### config.mk
export PLATFORM = sky130hd
export DESIGN_NAME = external_interrupt_latch
export DESIGN_NICKNAME = d
export VERILOG_FILES = /design/src/eil_pkg.sv /design/src/eil_edge_detect.sv /design/src/eil_pin_sync.sv /design/src/external_interrupt_latch.sv
export SDC_FILE = /design/constraint.sdc
export NUM_CORES = 1
export LEC_CHECK = 0
export ABC_CLOCK_PERIOD_IN_PS = 1350
export BUFFER_PORTS_ARGS = -buffer_cell sky130_fd_sc_hd__clkbuf_2
export CORE_MARGIN = 2
export CORE_UTILIZATION = 36
export DETAILED_ROUTE_END_ITERATION = 8
export GPL_ROUTABILITY_DRIVEN = 0
export PLACE_DENSITY_LB_ADDON = 0.08
export SYNTH_ARGS = -nofsm -noshare
export SYNTH_HDL_FRONTEND = slang
export SYNTH_SLANG_ARGS = --single-unit
export TNS_END_PERCENT = 30
### constraint.sdc
create_clock -name ref_clk -period 1.35 [get_ports ref_clk]
set_input_delay 0.2025 -clock ref_clk [delete_from_list [all_inputs] [get_ports ref_clk]]
set_output_delay 0.2025 -clock ref_clk [all_outputs]
set_load 0.03 [all_outputs]
### src/eil_pkg.sv
// package for the external interrupt latch: reset values, vector address, latch state codes
// assumes a single 10 MHz clock domain and no register bus
package eil_pkg;

  // ----------------------------------------
  // reset values
  // ----------------------------------------
  localparam logic RST_LATCH      = 1'b0;
  localparam logic RST_LEVEL_MODE = 1'b0;
  localparam logic RST_MASK       = 1'b0;
  localparam logic RST_PIN_SYNC   = 1'b1;

  // ----------------------------------------
  // vector location and timing
  // ----------------------------------------
  localparam logic [15:0] VECTOR_ADDR_HI = 16'hfffa;
  localparam logic [15:0] VECTOR_ADDR_LO = 16'hfffb;
  localparam int          CLK_PERIOD_NS  = 100;
  localparam int          SYNC_STAGES    = 2;

  // ----------------------------------------
  // latch state
  // ----------------------------------------
  typedef enum logic [1:0] {
    EIL_IDLE    = 2'b00,
    EIL_PENDING = 2'b01,
    EIL_ACKED   = 2'b10
  } eil_state_e;

endpackage : eil_pkg

### src/eil_edge_detect.sv
// falling-edge detector on the synchronised pin
// assumes its input is already in the ref_clk domain
`timescale 1ns/10ps
module eil_edge_detect (
  input  wire logic ref_clk,
  input  wire logic nrst,
  input  wire logic pinSync,
  output logic      fallPulse
);

  logic pinPrev;

  always_ff @(posedge ref_clk or negedge nrst) begin
    if (!nrst) begin
      pinPrev <= eil_pkg::RST_PIN_SYNC;
    end else begin
      pinPrev <= pinSync;
    end
  end

  // high in one sampled cycle, low in the next
  assign fallPulse = pinPrev & ~pinSync;

endmodule : eil_edge_detect

### src/eil_pin_sync.sv
// two-stage synchroniser for the active-low interrupt pin
// assumes the pin idles high; resets to the idle level
`timescale 1ns/10ps
module eil_pin_sync (
  input  wire logic ref_clk,
  input  wire logic nrst,
  input  wire logic pinIn,
  output logic      pinSync
);

  logic stage1;

  always_ff @(posedge ref_clk or negedge nrst) begin
    if (!nrst) begin
      stage1  <= eil_pkg::RST_PIN_SYNC;
      pinSync <= eil_pkg::RST_PIN_SYNC;
    end else begin
      stage1  <= pinIn;
      pinSync <= stage1;
    end
  end

endmodule : eil_pin_sync

### src/external_interrupt_latch.sv
// external interrupt latch: active-low pin, edge or edge-and-level sensitivity
// assumes the cpu core supplies vector-fetch acknowledge, global mask and break state
//
// Notes on behaviour
// - a low on the interrupt pin can set the request latch
// - vector fetch of this interrupt clears the latch; in level mode only once the pin is high
// - software writing one to acknowledge clears the latch, with conditions
// - reset clears the latch unconditionally
// - edge-only after reset; level select adds low-level sensitivity
// - edge mode: a vector fetch, or a software ack outside break or with break clear enable, clears the latch immediately
// - level mode: clear needs acknowledge and pin high, either order
// - reset clears the level select bit too
// - local mask blocks forwarding to priority logic
// - cpu global interrupt mask also blocks the request
// - falling edge after software acknowledge sets the latch again
// - serviced request vectors through addresses fffa and fffb
// - level mode: pending flag stays set while pin is low
// - pending flag ignores the mask bit
// - pin level is readable for branch-if-high and branch-if-low
// - in break, software acknowledge clears only with break clear enable
// - a latch cleared in break stays cleared after break
// - break clear enable defaults zero; software acks in break then do nothing
// - acknowledge bit is write-only and reads zero
`timescale 1ns/10ps
module external_interrupt_latch (
  input  wire logic        ref_clk,
  input  wire logic        nrst,
  input  wire logic        extIntPinN,
  input  wire logic        levelModeWrEn,
  input  wire logic        levelModeWrData,
  input  wire logic        maskWrEn,
  input  wire logic        maskWrData,
  input  wire logic        ackWrite,
  input  wire logic        vectorFetchAck,
  input  wire logic        conditionCodeIMask,
  input  wire logic        breakState,
  input  wire logic        breakClearEnable,
  output logic             extIntPendingFlag,
  output logic             extIntMask,
  output logic             levelMode,
  output logic             ackReadback,
  output logic             extIntRequest,
  output logic [15:0]      vectorAddrHi,
  output logic [15:0]      vectorAddrLo,
  output logic             branchIfPinHigh,
  output logic             branchIfPinLow
);

  // ----------------------------------------
  // pin conditioning
  // ----------------------------------------
  logic pinSync;
  logic fallPulse;

  eil_pin_sync uSync (
    .ref_clk (ref_clk),
    .nrst    (nrst),
    .pinIn   (extIntPinN),
    .pinSync (pinSync)
  );

  eil_edge_detect uEdge (
    .ref_clk   (ref_clk),
    .nrst      (nrst),
    .pinSync   (pinSync),
    .fallPulse (fallPulse)
  );

  // ----------------------------------------
  // configuration bits
  // ----------------------------------------
  always_ff @(posedge ref_clk or negedge nrst) begin
    if (!nrst) begin
      levelMode <= eil_pkg::RST_LEVEL_MODE;
    end else if (levelModeWrEn) begin
      levelMode <= levelModeWrData;
    end
  end

  always_ff @(posedge ref_clk or negedge nrst) begin
    if (!nrst) begin
      extIntMask <= eil_pkg::RST_MASK;
    end else if (maskWrEn) begin
      extIntMask <= maskWrData;
    end
  end

  // ----------------------------------------
  // acknowledge qualification
  // ----------------------------------------
  // in break, a software ack only counts with break clear enable set;
  // the enable itself lives outside and defaults to zero there
  logic swAck;
  logic anyAck;
  logic setReq;

  assign swAck  = ackWrite & (~breakState | breakClearEnable);
  assign anyAck = swAck | vectorFetchAck;

  // a new edge in the ack cycle wins, so no request is lost
  assign setReq = fallPulse;

  // ----------------------------------------
  // latch state machine
  // ----------------------------------------
  eil_pkg::eil_state_e state;
  eil_pkg::eil_state_e next_state;

  always_comb begin
    next_state = state;
    unique case (state)
      eil_pkg::EIL_IDLE: begin
        if (setReq) begin
          next_state = eil_pkg::EIL_PENDING;
        end
      end
      eil_pkg::EIL_PENDING: begin
        if (setReq) begin
          next_state = eil_pkg::EIL_PENDING;
        end else if (anyAck && !levelMode) begin
          next_state = eil_pkg::EIL_IDLE;
        end else if (anyAck && pinSync) begin
          next_state = eil_pkg::EIL_IDLE;
        end else if (anyAck) begin
          next_state = eil_pkg::EIL_ACKED;
        end
      end
      eil_pkg::EIL_ACKED: begin
        // acked but pin still low; waits for its return high
        if (setReq) begin
          next_state = eil_pkg::EIL_PENDING;
        end else if (!levelMode || pinSync) begin
          next_state = eil_pkg::EIL_IDLE;
        end
      end
      default: begin
        next_state = eil_pkg::EIL_IDLE;
      end
    endcase
  end

  // cleared state persists after break since nothing re-sets it but an edge
  always_ff @(posedge ref_clk or negedge nrst) begin
    if (!nrst) begin
      state <= eil_pkg::EIL_IDLE;
    end else begin
      state <= next_state;
    end
  end

  // ----------------------------------------
  // outputs
  // ----------------------------------------
  logic latchSet;
  assign latchSet = (state != eil_pkg::EIL_IDLE);

  // pending ignores the mask; in level mode held while pin low
  always_ff @(posedge ref_clk or negedge nrst) begin
    if (!nrst) begin
      extIntPendingFlag <= eil_pkg::RST_LATCH;
    end else begin
      extIntPendingFlag <= (next_state != eil_pkg::EIL_IDLE);
    end
  end

  assign extIntRequest   = latchSet & ~extIntMask & ~conditionCodeIMask;
  assign ackReadback     = 1'b0;
  assign vectorAddrHi    = eil_pkg::VECTOR_ADDR_HI;
  assign vectorAddrLo    = eil_pkg::VECTOR_ADDR_LO;
  assign branchIfPinHigh = pinSync;
  assign branchIfPinLow  = ~pinSync;

endmodule : external_interrupt_latch

After elaboration in Yosys (flattened, before gate mapping)
Cells that the tools add are included. Widths: inputs -> output; s select.

Register bits: 8. Bits of input ports: 12. Output and inout port bits: 39. Word-level logic and storage cells: 34.

Eq/ne operators: 2. Mux-type cells: 8. Bitwise gates (word level): 10. Reduce and logical (&&, ||, !) cells: 7.

Operator list (number): $mux 2 (7); $pmux 2 s3 (1); $and 1x1->1 (4); $not 1->1 (4); $reduce_bool 2->1 (2); $eq 2x1->1 const B (1); $eq 2x2->1 const B (1); $logic_and 1x1->1 (2); $logic_not 2->1 (1); $or 1x1->1 (2); $logic_not 1->1 (1); $logic_or 1x1->1 (1).

Longest topological paths before layout
Word-level depth: 10. Depth in mapped cells: 3. Depth with buffers taken out: 3.

Hierarchy
From an unflattened synthesis, not the netlist that was laid out.

Cell total of the unflattened synthesis: 58. Area total of the unflattened synthesis: 578.1 µm².

Modules (own cells, without submodules): external_interrupt_latch (seq. area each 125.1 µm², cells each 54, instances 1, area an instance 485.5 µm²); eil_pin_sync (seq. area each 52.6 µm², cells each 2, instances 1, area an instance 52.6 µm²); eil_edge_detect (seq. area each 26.3 µm², cells each 2, instances 1, area an instance 40.0 µm²).

Worst setup path after synthesis
Ideal clock, no wire load.

Path kind: register to output. Start: register extIntMask. End: output port extIntRequest. Buffers on the path: 0. Setup slack: -0.079 ns. Cell stages (with the launch flop): 2. Arrival: 1.227 ns. Required time: 1.148 ns. Cell sequence: dfrtp_1 > nor3_1.

Cells in the longest elaborated chain, start to end: 3.

Ends and longest elaborated chain: start, declared (RTL line external_interrupt_latch.sv:39) `output logic extIntMask,`; start signal, assigned (RTL line external_interrupt_latch.sv:82) `extIntMask <= eil_pkg::RST_MASK;`; start signal, assigned (RTL line external_interrupt_latch.sv:84) `extIntMask <= maskWrData;`; $not 1->1 (RTL line external_interrupt_latch.sv:166) `assign extIntRequest = latchSet & ~extIntMask & ~conditionCodeIMask;`; $and 1x1->1 (2 in a row) (RTL line external_interrupt_latch.sv:166); end, declared (RTL line external_interrupt_latch.sv:42) `output logic extIntRequest,`.

No other way between the ends.

Final worst setup path
Start: register state[0]. End: output port extIntRequest.

Cells in the longest elaborated chain, start to end: 3.

Ends and longest elaborated chain: start, declared (RTL line external_interrupt_latch.sv:106) `eil_pkg::eil_state_e state;`; start signal, assigned (RTL line external_interrupt_latch.sv:145) `state <= eil_pkg::EIL_IDLE;`; start signal, assigned (RTL line external_interrupt_latch.sv:147) `state <= next_state;`; $reduce_bool 2->1 (RTL line external_interrupt_latch.sv:155) `assign latchSet = (state != eil_pkg::EIL_IDLE);`; $and 1x1->1 (2 in a row) (RTL line external_interrupt_latch.sv:166).

No other way between the ends.

==> metrics.txt <==
CP arrival 1.05 ns; synthesized instance count between 50 and 60; core box area around 0.0015 mm²; Synthesis Warnings 0; Port Buf Inserts 17; antenna violations before repair 0; compound-cell area share of the yosys netlist approximately 4.4%; clock latency of the later-clocked register in the worst-skew pair roughly 0.25 ns; Clk pin slew, worst setup/hold paths 0.06 ns; Worst Clk Skew approximately 0.0085 ns; final cell area excluding filler cells 607 µm²; clock root buffer master clkbuf_4; outcome complete, no violations; count of endpoints failing hold in the final timing report 0; number of max-cap violations 0; commonest cells after routing, fill and taps aside conb_1, clkbuf_2, dfrtp_1, clkbuf_4, dfstp_2; number of I/O pins 51; mux cell area share after synthesis ~3.9%; critical path peak fanout 4; highest clock frequency the design can meet 800 MHz; ratio of final minimum period to clock period just over 90%; H-tree levels 1; number of buffers created by CTS 3; post-detailed-route DRC marker count 0; commonest non-fill, non-tap cell in the layout conb_1; ant diodes 0; setup tns final 0 ns; total die area slightly below 0.002 mm²; PD cells approximately 1100 mW/mm²; post-layout minimum cycle time about 1.2 ns; sequential cell area fraction in the yosys report between 30 and 40%; worst min-delay path class input port to flip-flop; number of sinks driven by the clock tree 8; die width ~44 µm; vias in the first global route 295; Static Leak 0.338 nW; starting density of the core between 30% and 40%; met3 usage between 2 and 3%; cell taking the most area after synthesis buf_4; HPWL after detailed placement 593 µm; CTS tree yes; flip-flop and latch count after synthesis 8; maximum buffer depth of the clock tree 2; ratio of routed vias to standard cells ~3.5; largest family of logic cells by synthesized area buffers and inverters; post-synthesis instance area 574 µm²; cell area after placement around 550 µm²; layout overhead on the synthesized area 5.66%; startpoint-to-endpoint class of the critical path flip-flop to primary output; global routing met2 resource utilization roughly 14%; routed wire length between 700 and 800 µm; clock share of power approximately 28%; max-slew violation count 0; Global Route met1 Usage 8.74%; final-report setup violation count 0; Startpoint Class flip-flop; Global Route Usage Sum approximately 7.9%; Net Sw Frac just under 40%; via total after detailed routing between 300 and 400; final antenna-violating net count 0; drt first pass iters 1; cell total after placement 90; layout cells sized above 1 a little under two fifths; remaining global-route overflow 0; Synth Area in Adders 0%; Power Internal roughly 0.42 mW; Logic pwr share around 33%; RSZ-0062 raised after global routing false; P_sw about 0.27 mW; number of non-filler instances in the completed layout 97; mean area per synthesized cell between 9 and 10 µm²; # rows 14; post-synthesis xor/xnor area fraction ~1.5%; share of the synthesized area in the top cell type a little over two fifths; Top Usage Layer GRT met2; drt wl/cell about 7.6 µm; simple-gate share of the synthesized area under 10%; proportion of power drawn by flip-flops and latches 39.5%; post-synthesis cell type count 17; sort of element at the end of the critical path primary output; number of nets in the layout 94; first-pass GRT wire length ~1100 µm; die height around 44 µm; pin count of the biggest net entering global routing 9; DRT iter0 DRCs 0; Worst VDD drop 0.000464 V; Post-Route Utilization just over 40%; top post-synthesis cells by area buf_4, dfrtp_1, dfstp_2, mux2_2, nand2b_1; WP data required ~1.2 ns
==> synth_stat cells <==
cell      instances
a21oi_2           1
buf_4            33
conb_1            2
dfrtp_1           5
dfstp_2           3
inv_1             1
mux2_2            2
nand2_1           1
nand2b_1          2
nor2_1            2
nor2b_1           1
nor3_1            1
nor4_2            1
o21a_1            1
o31a_1            1
or2b_1            1
xnor2_1           1
==> worst paths after layout <==
check / from / to / slack [ns] / cells after the start
min in group asynchronous: nrst / extIntMask / 0.34 / 2
max in group asynchronous: nrst / uSync.pinSync / 0.75 / 2
min: extIntPinN / uSync.stage1 / 0.04 / 1
max: state[0] / extIntRequest / 0.10 / 3
max reg2reg: state[0] / extIntPendingFlag / 0.28 / 4
min reg2reg: uSync.stage1 / uSync.pinSync / 0.36 / 0
==> power groups by stage <==
| stage | sequential, mW | combinational (mW) | clock [mW] |
|---|---|---|---|
| after floorplan | 0.298 | 0.229 | 0 |
| after global placement | 0.277 | 0.215 | 0 |
| after detailed placement | 0.278 | 0.214 | 0 |
| after CTS | 0.274 | 0.217 | 0.201 |
| after global routing | 0.277 | 0.240 | 0.220 |
| final | 0.274 | 0.225 | 0.193 |
==> cell families after synthesis <==
family,Yosys count
DFF,8
other,2
and+or+nand+nor,9
muxes,2
xor gates and xnor gates,1
buffers and inverters,34
AOI/OAI and AO/OA,3
==> state kept, by name, summed over array words and instances, names as in the netlist <==
register and flops:
state 2, extIntMask 1, extIntPendingFlag 1, levelMode 1, uEdge.pinPrev 1, uSync.pinSync 1, uSync.stage1 1
==> per-stage QoR <==
step / power (mW) / hold WS, ns / setup WS, ns
5_1_grt: 0.738 / 0.0292 / 0.0269
6_report: 0.692 / 0.0412 / 0.100
4_1_cts: 0.692 / 0.0368 / 0.0241
3_3_place_gp: 0.492 / 0.0636 / 0.284
3_5_place_dp: 0.492 / 0.0581 / 0.267
2_1_floorplan: 0.527 / -0.0931 / 0.162
==> routing by layer <==
metal / part of all wire, % / vias to the layer above
li1: - / 162
met1: 39 / 144
met2: 47 / 30
met3: 14 / 0
met4: 0 / 0
met5: 0 / -
==> worst max-delay path: stages (launching register included) <==
cell and delay (ns):
dfrtp_1 0.41, nor2_2 0.16, nor3_2 0.05, clkbuf_2 0.18
==> area by class of cell <==
type | instances | area, µm²
multi-input combinational | 48 | 243
sequential | 8 | 204
tap | 16 | 20.0
clock buffer | 4 | 26.3
fill | 161 | 900
inverter | 1 | 3.75
timing repair buffer | 20 | 110
==> repair_timing <==
item / 4_1_cts / 5_1_grt
hold buffers: 1 / 0
setup endpoints to repair: 0 / 1
setup buffers: 0 / 2
endpoints found under the hold margin: 5 / 0
resized for setup: 0 / 1
Note: power is estimated with default switching activity, not from simulation.
